<file path="config.mk">
export PLATFORM = sky130hd
export DESIGN_NAME = psir_status_id_regs
export DESIGN_NICKNAME = d
export VERILOG_FILES = /design/src/hw/psir_pkg.sv /design/src/hw/psir_mdio_slave.sv /design/src/hw/psir_status_id_regs.sv
export SDC_FILE = /design/constraint.sdc
export NUM_CORES = 1
export LEC_CHECK = 0
export ABC_AREA = 1
export BUFFER_PORTS_ARGS = -buffer_cell sky130_fd_sc_hd__buf_2
export CAP_MARGIN = 15
export CORE_AREA = 2 2 119 121
export DETAILED_ROUTE_END_ITERATION = 8
export DIE_AREA = 0 0 121 123
export PLACE_DENSITY_LB_ADDON = 0.05
export SLEW_MARGIN = 10
export SYNTH_ARGS = -nofsm -noshare
export SYNTH_HDL_FRONTEND = slang
export SYNTH_SLANG_ARGS = --single-unit
export TNS_END_PERCENT = 100
</file>
<file path="constraint.sdc">
create_clock -name sys_clk -period 2.6 [get_ports sys_clk]
set_input_delay 0.13 -clock sys_clk [delete_from_list [all_inputs] [get_ports sys_clk]]
set_output_delay 0.13 -clock sys_clk [all_outputs]
set_load 0.02 [all_outputs]
</file>
<file path="src/hw/psir_pkg.sv">
`default_nettype none
package psir_pkg;

	// ==========================================================
	// management register addresses
	localparam logic [4:0]  REG_CTRL       = 5'h00;
	localparam logic [4:0]  REG_STAT       = 5'h01;
	localparam logic [4:0]  REG_ID1        = 5'h02;
	localparam logic [4:0]  REG_ID2        = 5'h03;
	localparam logic [4:0]  REG_ADV        = 5'h04;

	// ==========================================================
	// control word: reset bit and read-back of fixed defaults
	localparam int          CTRL_RESET_BIT = 15;
	localparam logic [15:0] CTRL_DEFAULT   = 16'h1140;

	// ==========================================================
	// status word: constant ability bits and live field positions
	localparam logic [15:0] STAT_FIXED     = 16'h7949;
	localparam int          STAT_AN_DONE   = 5;
	localparam int          STAT_RFAULT    = 4;
	localparam int          STAT_LINK      = 2;
	localparam int          STAT_JABBER    = 1;

	// ==========================================================
	// advertisement word: reset value and writable bits
	localparam logic [15:0] ADV_RESET      = 16'h01e1;
	localparam logic [15:0] ADV_WR_MASK    = 16'hadff;

	// ==========================================================
	// serial management frame
	localparam logic [1:0]  OP_READ        = 2'h2;
	localparam logic [1:0]  OP_WRITE       = 2'h1;
	localparam logic [3:0]  HDR_LAST       = 4'hb;
	localparam logic [3:0]  DATA_LAST      = 4'hf;

	// ==========================================================
	// timing
	localparam int          CLK_PERIOD_NS  = 10;
	localparam int          PHY_RESET_NS   = 1000;
	localparam int          PHY_RESET_CYC  = (PHY_RESET_NS + CLK_PERIOD_NS - 1) / CLK_PERIOD_NS;
	localparam int          RST_CNT_W      = 8;
	localparam logic [RST_CNT_W-1:0] RST_LAST = RST_CNT_W'(PHY_RESET_CYC - 1);

	// ==========================================================
	// carriers
	typedef struct packed {
		logic        rd;
		logic        wr;
		logic [4:0]  regad;
		logic [15:0] wdata;
	} psir_mgmt_req_t;

	typedef struct packed {
		logic an_complete;
		logic remote_fault;
		logic link_up;
		logic jabber;
	} psir_line_t;

	typedef enum logic [2:0] {
		PSIR_HUNT,
		PSIR_START,
		PSIR_HEADER,
		PSIR_TURN,
		PSIR_RDATA,
		PSIR_WDATA
	} psir_frame_st_t;

endpackage : psir_pkg
`default_nettype wire

</file>
<file path="src/hw/psir_mdio_slave.sv">
`timescale 1ns/1ps
`default_nettype none
module psir_mdio_slave (
	// clock and reset
	input  wire logic                sys_clk,
	input  wire logic                rst,
	// management pins
	input  wire logic                mdc,
	input  wire logic                mdio_in,
	output logic                     mdio_out,
	output logic                     mdio_oe,
	// register side
	input  wire logic [4:0]          phy_addr,
	input  wire logic [15:0]         rd_data,
	output psir_pkg::psir_mgmt_req_t req
);
	import psir_pkg::*;

	typedef struct packed {
		logic           mdc_s1;
		logic           mdc_s2;
		logic           mdc_s3;
		logic           dat_s1;
		logic           dat_s2;
		psir_frame_st_t st;
		logic [3:0]     cnt;
		logic           is_rd;
		logic [15:0]    sh;
		logic           out;
		logic           oe;
		psir_mgmt_req_t req;
	} psir_slave_q_t;

	psir_slave_q_t q;
	psir_slave_q_t next_q;

	// ==========================================================
	// frame engine
	// frames may start straight at the start bits, preamble or not
	always_comb begin
		next_q = q;
		next_q.mdc_s1 = mdc;
		next_q.mdc_s2 = q.mdc_s1;
		next_q.mdc_s3 = q.mdc_s2;
		next_q.dat_s1 = mdio_in;
		next_q.dat_s2 = q.dat_s1;
		next_q.req.rd = 1'b0;
		next_q.req.wr = 1'b0;
		// snapshot of the addressed word, one cycle after the request
		if (q.req.rd) begin
			next_q.sh = rd_data;
		end
		if (q.mdc_s2 && !q.mdc_s3) begin
			unique case (q.st)
				PSIR_HUNT: begin
					if (!q.dat_s2) next_q.st = PSIR_START;
				end
				PSIR_START: begin
					if (q.dat_s2) begin
						next_q.st = PSIR_HEADER;
						next_q.cnt = 4'h0;
					end
				end
				PSIR_HEADER: begin
					next_q.sh = {q.sh[14:0], q.dat_s2};
					next_q.cnt = q.cnt + 4'h1;
					if (q.cnt == HDR_LAST) begin
						next_q.cnt = 4'h0;
						next_q.st = PSIR_HUNT;
						next_q.req.regad = next_q.sh[4:0];
						if (next_q.sh[9:5] == phy_addr && next_q.sh[11:10] == OP_READ) begin
							next_q.is_rd = 1'b1;
							next_q.req.rd = 1'b1;
							next_q.st = PSIR_TURN;
						end else if (next_q.sh[9:5] == phy_addr && next_q.sh[11:10] == OP_WRITE) begin
							next_q.is_rd = 1'b0;
							next_q.st = PSIR_TURN;
						end
					end
				end
				PSIR_TURN: begin
					if (q.cnt == 4'h0) begin
						next_q.cnt = 4'h1;
						next_q.oe = q.is_rd;
						next_q.out = 1'b0;
					end else begin
						next_q.cnt = 4'h0;
						if (q.is_rd) begin
							next_q.out = q.sh[15];
							next_q.sh = {q.sh[14:0], 1'b0};
							next_q.st = PSIR_RDATA;
						end else begin
							next_q.st = PSIR_WDATA;
						end
					end
				end
				PSIR_RDATA: begin
					if (q.cnt == DATA_LAST) begin
						next_q.oe = 1'b0;
						next_q.out = 1'b0;
						next_q.st = PSIR_HUNT;
					end else begin
						next_q.out = q.sh[15];
						next_q.sh = {q.sh[14:0], 1'b0};
						next_q.cnt = q.cnt + 4'h1;
					end
				end
				PSIR_WDATA: begin
					next_q.sh = {q.sh[14:0], q.dat_s2};
					next_q.cnt = q.cnt + 4'h1;
					if (q.cnt == DATA_LAST) begin
						next_q.req.wr = 1'b1;
						next_q.req.wdata = next_q.sh;
						next_q.st = PSIR_HUNT;
					end
				end
				default: next_q.st = PSIR_HUNT;
			endcase
		end
	end

	// state register
	always_ff @(posedge sys_clk or posedge rst) begin
		if (rst) begin
			q <= '0;
		end else begin
			q <= next_q;
		end
	end

	assign mdio_out = q.out;
	assign mdio_oe  = q.oe;
	assign req      = q.req;

endmodule : psir_mdio_slave
`default_nettype wire

</file>
<file path="src/hw/psir_status_id_regs.sv">
`timescale 1ns/1ps
`default_nettype none
module psir_status_id_regs #(
	parameter logic [15:0] OUI_ID_HI = 16'h2a5c, // arbitrary value
	parameter logic [5:0]  OUI_ID_LO = 6'h15,    // arbitrary value
	parameter logic [5:0]  MODEL_NUM = 6'h09,    // arbitrary value
	parameter logic [3:0]  REV_NUM   = 4'h3      // arbitrary value
) (
	// clock and reset
	input  wire logic                sys_clk,
	input  wire logic                rst,
	// management pins
	input  wire logic                mdc,
	input  wire logic                mdio_in,
	output logic                     mdio_out,
	output logic                     mdio_oe,
	// configuration
	input  wire logic [4:0]          phy_addr,
	// live line state from the link logic
	input  wire psir_pkg::psir_line_t line,
	// controls to the rest of the PHY
	output logic                     an_restart,
	output logic                     phy_reset,
	output logic [15:0]              adv_word
);
	import psir_pkg::*;

	typedef struct packed {
		logic                 rf;
		logic                 jab;
		logic                 link;
		logic [15:0]          adv;
		logic                 busy;
		logic [RST_CNT_W-1:0] rcnt;
		logic                 restart;
	} psir_regs_q_t;

	psir_regs_q_t   q;
	psir_regs_q_t   next_q;
	psir_mgmt_req_t req;
	logic [15:0]    rd_data;
	logic           stat_rd;
	logic           wr_adv;
	logic           wr_ctrl;

	// ==========================================================
	// status word assembly
	function automatic logic [15:0] psir_status(input logic an, input logic rf,
			input logic link, input logic jab);
		logic [15:0] w;
		w = STAT_FIXED;
		w[STAT_AN_DONE] = an;
		w[STAT_RFAULT] = rf;
		w[STAT_LINK] = link;
		w[STAT_JABBER] = jab;
		return w;
	endfunction : psir_status

	// ==========================================================
	// serial management port
	psir_mdio_slave u_slave (
		.sys_clk  (sys_clk),
		.rst      (rst),
		.mdc      (mdc),
		.mdio_in  (mdio_in),
		.mdio_out (mdio_out),
		.mdio_oe  (mdio_oe),
		.phy_addr (phy_addr),
		.rd_data  (rd_data),
		.req      (req)
	);

	// access decode
	assign stat_rd = req.rd && req.regad == REG_STAT;
	assign wr_adv  = req.wr && req.regad == REG_ADV;
	assign wr_ctrl = req.wr && req.regad == REG_CTRL;

	// ==========================================================
	// read mux; unmapped addresses read zero
	always_comb begin
		unique case (req.regad)
			REG_CTRL: rd_data = {q.busy, CTRL_DEFAULT[14:0]};
			REG_STAT: rd_data = psir_status(line.an_complete, q.rf, q.link, q.jab);
			REG_ID1:  rd_data = OUI_ID_HI;
			REG_ID2:  rd_data = {OUI_ID_LO, MODEL_NUM, REV_NUM};
			REG_ADV:  rd_data = q.adv;
			default:  rd_data = 16'h0000;
		endcase
	end

	// ==========================================================
	// latches, advertisement and soft reset
	// status and identifier writes have no path into any state
	always_comb begin
		next_q = q;
		next_q.restart = 1'b0;
		// a read clears in the capture cycle; a new event wins
		next_q.rf = (q.rf && !stat_rd) || line.remote_fault;
		next_q.jab = (q.jab && !stat_rd) || line.jabber;
		next_q.link = stat_rd ? line.link_up : (q.link && line.link_up);
		// only a management write or a soft reset changes the advertisement
		if (wr_adv) begin
			next_q.adv = req.wdata & ADV_WR_MASK;
			next_q.restart = !line.an_complete;
		end
		// reset runs for a fixed span, then the bit clears itself
		if (q.busy) begin
			if (q.rcnt == RST_LAST) begin
				next_q.busy = 1'b0;
			end else begin
				next_q.rcnt = q.rcnt + 1'b1;
			end
			next_q.rf = 1'b0;
			next_q.jab = 1'b0;
			next_q.link = 1'b0;
			next_q.adv = ADV_RESET;
			next_q.restart = 1'b0;
		end
		if (wr_ctrl && req.wdata[CTRL_RESET_BIT]) begin
			next_q.busy = 1'b1;
			next_q.rcnt = '0;
		end
	end

	// state register
	always_ff @(posedge sys_clk or posedge rst) begin
		if (rst) begin
			q <= '{rf: 1'b0, jab: 1'b0, link: 1'b0, adv: ADV_RESET, busy: 1'b0,
				rcnt: '0, restart: 1'b0};
		end else begin
			q <= next_q;
		end
	end

	assign an_restart = q.restart;
	assign phy_reset  = q.busy;
	assign adv_word   = q.adv;

	localparam int RST_SPAN = PHY_RESET_CYC;
endmodule : psir_status_id_regs
`default_nettype wire

</file>
# ---- Yosys cells after proc, flatten, opt, wreduce, memory -nomap -nowiden
# Index checks and enable logic that the tools add are counted.
dict set report op_classes {
  n_eq_ne 25
  mux 42
  n_reduce_logical 33
  addsub 2
}
# op count
set op_table {}
lappend op_table {{$mux 16} 6}
lappend op_table {{$pmux 16 s5} 1}
lappend op_table {{$pmux 16 s3} 1}
lappend op_table {{$mux 41} 1}
lappend op_table {{$mux 29} 1}
lappend op_table {{$pmux 4 s5} 1}
lappend op_table {{$mux 17} 1}
lappend op_table {{$mux 1} 16}
lappend op_table {{$mux 8} 2}
lappend op_table {{$pmux 3 s5} 1}
lappend op_table {{$ne 2x1->1 const B} 6}
lappend op_table {{$reduce_and 4->1} 3}
lappend op_table {{$eq 5x2->1 const B} 2}
lappend op_table {{$logic_and 1x1->1} 10}
lappend op_table {{$mux 5} 2}
lappend op_table {{$mux 3} 3}
lappend op_table {{$mux 9} 1}
lappend op_table {{$reduce_and 3->1} 3}
lappend op_table {{$add 8x1->8 const B} 1}
lappend op_table {{$eq 4x4->1 const B} 2}
lappend op_table {{$eq 8x7->1 const B} 1}
lappend op_table {{$reduce_bool 2->1} 4}
lappend op_table {{$mux 7} 1}
lappend op_table {{$eq 3x2->1 const B} 2}
lappend op_table {{22 further kinds} 30}
dict set report word_totals {
  regBits 83
  output_inout_bits 20
}

# ---- Depth between registers and ports, before layout
# Gate-level depths: netlist of run 1.
dict set report logic_depth {
  ltp_word 7
  depth_mapped 10
}

# ---- Cells and area by module
# From an unflattened synthesis of run 1, not the netlist that was laid out.
dict set report unflattened {
  cells_unflattened 576
  area_unflattened_um2 4474.3
}
# mod area_each_um2 cells_per_inst n_inst
set modules_own_cells {}
lappend modules_own_cells {psir_mdio_slave 2872.8 357 1}
lappend modules_own_cells {psir_status_id_regs 1601.5 219 1}

# ---- Worst setup path after synthesis of run 1
# Ideal clock, no wire load.
dict set report synth_path {
  path_kind {register to register}
  from {reg u_slave.q[43] (netlist name)}
  to {reg u_slave.q (netlist bit u_slave.req[17])}
  path_slack_ns 1.195
  arrival_ns 1.281
  t_required_ns 2.476
  stages_incl_launch_ff 10
  period_less_slack_ns 1.405
  path_cell_list {dfrtp_1 ha_1 nand2_1 nor2_1 inv_1 nor2_1 nand2_1 buf_2 nand2_1 o21ai_1}
}
dict set report synth_between {
  elab_chain_cells 2
}
# item line
set synth_lines {}
lappend synth_lines {{start, declared} psir_mdio_slave.sv:34} ;# psir_slave_q_t q;
lappend synth_lines {{start signal, assigned} psir_mdio_slave.sv:127} ;# q <= next_q;
lappend synth_lines {{$eq 4x4->1} psir_mdio_slave.sv:67} ;# if (q.cnt == HDR_LAST) begin
lappend synth_lines {{$reduce_and 3->1 (no line)} --}
# No other way between the ends.
# A chain may end at the register's enable or synchronous reset.

==> results.sh, run 1 <==
export IMPL_synth_area_top_cells="dfrtp_1, nand2_1, inv_1, dfstp_2, nand3_1"
export IMPL_finalHoldViolCount=0
export IMPL_routabilityCongestion=0.8167
export IMPL_synth_edf_count=0
export IMPL_postCtsSetupRepairBufs=0
export IMPL_worst_slew_pin_slew_ns=0.8373
export IMPL_drive_above_1_share=0.2099
export IMPL_wl_per_cell_um=14.23
export IMPL_syn_area_per_cell_um2=8.408
export IMPL_synth_seq_cells=77
export IMPL_layout_min_cycle_time_ns=1.800
export IMPL_grt_ovfl_total=0
export IMPL_netlist_area_um2=4019
export IMPL_die_y_um=123
export IMPL_setup_ws_ns=0.7998
export IMPL_dpl_hpwl_mm=7.139
export IMPL_n_fill_cell=1430
export IMPL_hold_path_depth=3
export IMPL_drtPass1Iterations=4
export IMPL_hp_class="in2reg"
export IMPL_clockRootBuffer="clkbuf_16"
export IMPL_cts_tree="built"
export IMPL_rows=43
export IMPL_status="completed"
export IMPL_drv_slew=0
export IMPL_port_buffers=29
export IMPL_num_vias=3032
export IMPL_grtUsageTotal=0.1473
export IMPL_yosysTopAreaCell="dfrtp_1"
export IMPL_r2r_start="u_slave.req[22]"
export IMPL_viasPerCell=4.426
export IMPL_postRouteAntennaNets=0
export IMPL_p_total_mw=3.754
export IMPL_setup_tns_ns=0
export IMPL_cp_arrival_ns=2.01
export IMPL_skew_ns=0.008313
export IMPL_path_class="reg2reg"
export IMPL_antenna_cells=0
export IMPL_irDropWorstVdd_v=0.0003252
export IMPL_start_util=0.2952
export IMPL_dieWidth_um=121
export IMPL_finish_utilization=0.3387
export IMPL_synth_ff_type="dfrtp_1"
export IMPL_coreArea_um2=13610
export IMPL_synth_async_sr_flop_share=1.000
export IMPL_pre_cts_ws_ns=0.7607
export IMPL_antenna_found_initial=0
export IMPL_io_pins=33
export IMPL_rsz0062_at_grt="no"
export IMPL_cts_buffers_inserted=9
export IMPL_fin_area_um2=4611
export IMPL_grt_max_degree=45
export IMPL_hold_buffers=5
export IMPL_clk_latency_ns=0.34
export IMPL_finalCritPeriodShare=0.6924
export IMPL_fmax_ghz=0.5555
export IMPL_r2r_setup_slack_ns=0.80
export IMPL_syn_inst=478
export IMPL_min_from="line[0]"
export IMPL_cts_sinks=77
export IMPL_cp_end_kind="register"
export IMPL_drt_first_iter_violations=137
export IMPL_cp_data_required_time_ns=2.81
export IMPL_ys_types=38
export IMPL_reg2reg_to="u_slave.q[25]"
export IMPL_cts_max_level=3
export IMPL_holdPathEnd="q[27]"
export IMPL_area_growth_pct=14.73
export IMPL_wirelength_mm=9.747
export IMPL_leakage_nw=2.217
export IMPL_clk_path_buf_depth=2
export IMPL_start_kind="register"
export IMPL_setup_viol=0
export IMPL_die_area_um2=14880
export IMPL_layout_nets=516
export IMPL_clk_pin_slew_ns=0.06
export IMPL_grt_pass1_vias=3035
export IMPL_synth_top_area_frac=0.4483
export IMPL_drc_errors=0
export IMPL_grt_pass1_wl_mm=16.54
export IMPL_dpl_cell_area_um2=4219
export IMPL_maxCapViolations=0
export IMPL_ys_warn_count=0
export IMPL_p_per_area_nw_per_um2=814.1
export IMPL_cp_max_fo=17
export IMPL_ctsResizeCount=0
export IMPL_synth_seq_area_share=0.4810
export IMPL_reg2reg_depth=5
export IMPL_slew_headroom=0.4411
worst max-delay path by stage:
stage | start | endpoint | slack, ns | depth (start not counted)
finish | u_slave.req[22] | u_slave.q[25] | 0.80 | 5
floorplan | rst | adv_word[10] | 0.51 | 1
detailed placement | u_slave.req[22] | u_slave.q[25] | 0.76 | 5
global placement | u_slave.req[22] | u_slave.q[25] | 0.81 | 5
CTS | u_slave.req[22] | u_slave.q[25] | 0.76 | 5
global route | u_slave.q[43] | u_slave.q[41] | 0.52 | 10
registers in the layout, summed over array words and instances (netlist names):
| register | cells |
|---|---|
| adv_word | 13 |
| u_slave.next_q | 3 |
| phy_reset | 1 |
| q | 11 |
| u_slave.mdio_out | 1 |
| an_restart | 1 |
| u_slave.q | 26 |
| u_slave.mdio_oe | 1 |
| u_slave.req | 20 |
cell usage after synthesis, drive strengths merged, types with 2 or more instances:
cell type	n
a22o	5
dfstp	5
xnor2	5
nor3	4
a21oi	11
nand4	5
o22ai	5
o21ai	48
nand2	133
nor2	44
inv	62
o21a	2
ha	3
dfrtp	72
buf	24
o211ai	2
nand3	36
o22a	3
clkbuf	2
routing by layer:
metal / share of wire / global-route usage
met1: 0.48 / 0.1899
met2: 0.48 / 0.2416
met3: 0.024 / 0.02675
met4: 0.011 / 0.06613
met5: 0 / 0
layout make-up:
| class | instances | area [µm²] | area share |
|---|---|---|---|
| Multi-Input combinational cell | 314 | 1658 | 0.3596 |
| Timing Repair Buffer | 35 | 215.2 | 0.04668 |
| Inverter | 63 | 237.7 | 0.05156 |
| Sequential cell | 77 | 1933 | 0.4193 |
| Clock buffer | 12 | 246.5 | 0.05346 |
| Clock inverter | 4 | 95.09 | 0.02062 |
| Tap cell | 180 | 225.2 | 0.04885 |
per-stage QoR:
| stage | instances | hold WS [ns] |
|---|---|---|
| 2_1_floorplan | 480 | 0.1614 |
| 3_3_place_gp | 664 | 0.2384 |
| 3_5_place_dp | 664 | 0.2393 |
| 4_1_cts | 685 | 0.001156 |
| 5_1_grt | 685 | 0.02700 |
| 6_report | 685 | 0.008345 |
cells by family after synthesis:
family | synth area share
fa+ha+maj | 0.009341
xor+xnor | 0.01308
other cells | 0.0009331
compound gates | 0.1339
flops | 0.4810
buf+inv | 0.1083
simple gates | 0.2534
layout by cell type, fill, tap and decap left out, types with 3 or more instances in the layout:
cell type / n
dlygate4sd3_1: 5
dfstp_2: 5
nor2_1: 34
inv_2: 11
nor2_2: 9
clkbuf_16: 9
nand3_2: 7
conb_1: 3
o22a_1: 3
nand3_1: 26
a22o_1: 5
o21ai_2: 13
nand2_1: 127
nor3_1: 3
buf_2: 29
ha_1: 3
bufinv_16: 3
o22ai_2: 4
nand3_4: 3
xnor2_1: 5
nand2_2: 6
inv_1: 50
o21ai_1: 20
o21ai_0: 15
dfrtp_1: 72
a21oi_1: 11
nand4_1: 5
power breakdown:
part	switching, mW	internal [mW]
clock	0.494	0.963
combinational	0.541	0.283
sequential	0.138	1.33
total	1.17	2.58
critical path: stages, from the launching register on:
cell and delay, ns:
dfrtp_1 0.70, inv_1 0.41, nor2_1 0.26, o21ai_0 0.12, nand3_1 0.11, o31ai_1 0.08
Power figures use the tool's default switching activity.
==> inputs of run 2 (changes only) <==
==> constraint.sdc (replaced) <==
create_clock -name sys_clk -period 1.87 [get_ports sys_clk]
set_input_delay 0.0935 -clock sys_clk [delete_from_list [all_inputs] [get_ports sys_clk]]
set_output_delay 0.0935 -clock sys_clk [all_outputs]
set_load 0.02 [all_outputs]
==> run 2 against run 1 <==
Compared with the run above:
- sequential cell count unchanged
- largest power group unchanged
- critical path depth rose by 1
- cell area grew 1.0%
- wire length up 0.27%
- critical path type unchanged
- via count increased by 1.8%
==> results.sh, run 2 (synthesis results as in run 1) <==
export IMPL_start_util=0.2952
export IMPL_skew_ns=0.008030
export IMPL_stdcell_count=694
export IMPL_cp_end_kind="register"
export IMPL_path_cells="nor2_1 -> nand3_2 -> nor2_1 -> nor2_2 -> inv_2 -> o22a_1"
export IMPL_die_area_um2=14880
export IMPL_met2WireLength_mm=4.724
export IMPL_drtPass1Iterations=4
export IMPL_rsz0062_at_grt="no"
export IMPL_grt_pass1_wl_mm=16.00
export IMPL_viasPerCell=4.448
export IMPL_clk_latency_ns=0.35
export IMPL_port_buffers=29
export IMPL_cts_tree="built"
export IMPL_routabilityCongestion=0.8200
export IMPL_dpl_hpwl_mm=7.014
export IMPL_path_class="reg2reg"
export IMPL_finalHoldViolCount=0
export IMPL_grt_pass1_vias=3003
export IMPL_clk_path_buf_depth=2
export IMPL_cts_buffers_inserted=9
export IMPL_drv_slew=0
export IMPL_crit_family="simple AND/OR/NAND/NOR gates"
export IMPL_cp_data_required_time_ns=2.15
export IMPL_topRoutingLayerUsed="met4"
export IMPL_critPathBufInv=1
export IMPL_coreArea_um2=13610
export IMPL_cts_sinks=77
export IMPL_wl_per_cell_um=14.08
export IMPL_postRouteAntennaNets=0
export IMPL_comb_power_share=0.238
export IMPL_antenna_found_initial=0
export IMPL_area_growth_pct=15.91
export IMPL_clockRootBuffer="clkbuf_16"
export IMPL_clockPowerShare=0.357
export IMPL_dieWidth_um=121
export IMPL_pre_cts_ws_ns=0.2096
export IMPL_largest_register="u_slave.q"
export IMPL_worst_slew_pin_slew_ns=0.6307
export IMPL_seqPwrFrac=0.405
export IMPL_cts_max_level=3
export IMPL_slew_headroom=0.5791
export IMPL_layout_nets=525
export IMPL_layout_min_cycle_time_ns=1.653
export IMPL_p_total_mw=5.033
export IMPL_largest_register_ff_count=26
export IMPL_leakage_nw=2.236
export IMPL_setup_ws_ns=0.2169
export IMPL_status="completed"
export IMPL_final_cell_mix="nand2_1, dfrtp_1, inv_1"
export IMPL_placedCellCount=671
export IMPL_grtUsageTotal=0.1438
export IMPL_maxCapViolations=0
export IMPL_grt_max_degree=78
export IMPL_cp_max_fo=10
export IMPL_ctsResizeCount=0
export IMPL_route_met3_wl_um=250
export IMPL_num_vias=3087
export IMPL_setup_tns_ns=0
export IMPL_rows=43
export IMPL_antenna_cells=0
export IMPL_intPower_mw=3.356
export IMPL_fmax_ghz=0.6049
export IMPL_setup_viol=0
export IMPL_drive_above_1_share=0.2237
export IMPL_die_y_um=123
export IMPL_cpMaxStageDelayCell="nor2_2"
export IMPL_finalCritPeriodShare=0.8840
export IMPL_cp_arrival_ns=1.93
export IMPL_wl_met1_mm=4.588
export IMPL_start_kind="register"
export IMPL_sw_frac_of_total=0.3331
export IMPL_cpPeakStageDelay_ns=0.49
export IMPL_final_common_cell="nand2_1"
export IMPL_grt_ovfl_total=0
export IMPL_drt_first_iter_violations=121
export IMPL_cpMostUsedCell="nor2_1"
export IMPL_p_per_area_nw_per_um2=1080
export IMPL_wirelength_mm=9.773
export IMPL_io_pins=33
export IMPL_drc_errors=0
export IMPL_switchingPower_mw=1.677
export IMPL_hp_class="in2reg"
export IMPL_irDropWorstVdd_v=0.0004469
export IMPL_clk_pin_slew_ns=0.06
-- run 2: path summary, 6_finish.rpt --
path	start	end	slack [ns]	cells after the start
max in group asynchronous	rst	adv_word[7]	1.09	4
hold reg to reg	u_slave.next_q[52]	u_slave.next_q[51]	0.35	0
hold / removal	phy_addr[1]	u_slave.req[22]	0.21	6
setup reg to reg	u_slave.req[17]	adv_word[5]	0.22	6
min in group asynchronous	rst	an_restart	0.40	4
setup / recovery	u_slave.req[17]	adv_word[5]	0.22	6
-- run 2: power groups by stage --
stage               clock, mW  combinational [mW]  sequential (mW)
finish                   1.79                1.20             2.04
global route             1.92                1.36             2.07
CTS                      1.85                1.22             2.04
detailed placement          0                1.21             2.07
global placement            0                1.21             2.07
floorplan                   0               0.958             2.02
-- run 2: repair_timing --
item	4_1_cts	5_1_grt
setup buffers	0	0
hold endpoints to repair	78	0
hold buffers	7	0
-- run 2: layout make-up --
| cell class | instances | area, µm² |
|---|---|---|
| clock buffer | 10 | 239.0 |
| clock inverter | 6 | 62.56 |
| fill | 1434 | 8954 |
| inverter | 63 | 240.2 |
| multi-input combinational | 314 | 1658 |
| sequential | 77 | 1933 |
| tap | 180 | 225.2 |
| timing repair buffer | 44 | 300.3 |
-- run 2: tightest hold or removal path, cell delays in order --
cell	delay (ns)
buf_2	0.09
xnor2_1	0.05
nand2_1	0.05
nor2_1	0.08
nand4_1	0.10
inv_1	0.04
-- run 2: metrics by stage --
step,utilization,cell area [µm²],hold WS [ns]
final,0.3422,4658,0.2119
after global routing,0.3422,4658,0.2467
after CTS,0.3422,4658,0.2010
after detailed placement,0.3149,4287,0.2028
after global placement,0.3149,4287,0.2028
after floorplan,-,4030,0.1249
-- run 2: per-layer routing --
layer / track usage / up-vias
met1: 0.1826 / 1468
met2: 0.2353 / 33
met3: 0.02814 / 13
met4: 0.06977 / 0
met5: 0 / -
li1: - / 1573
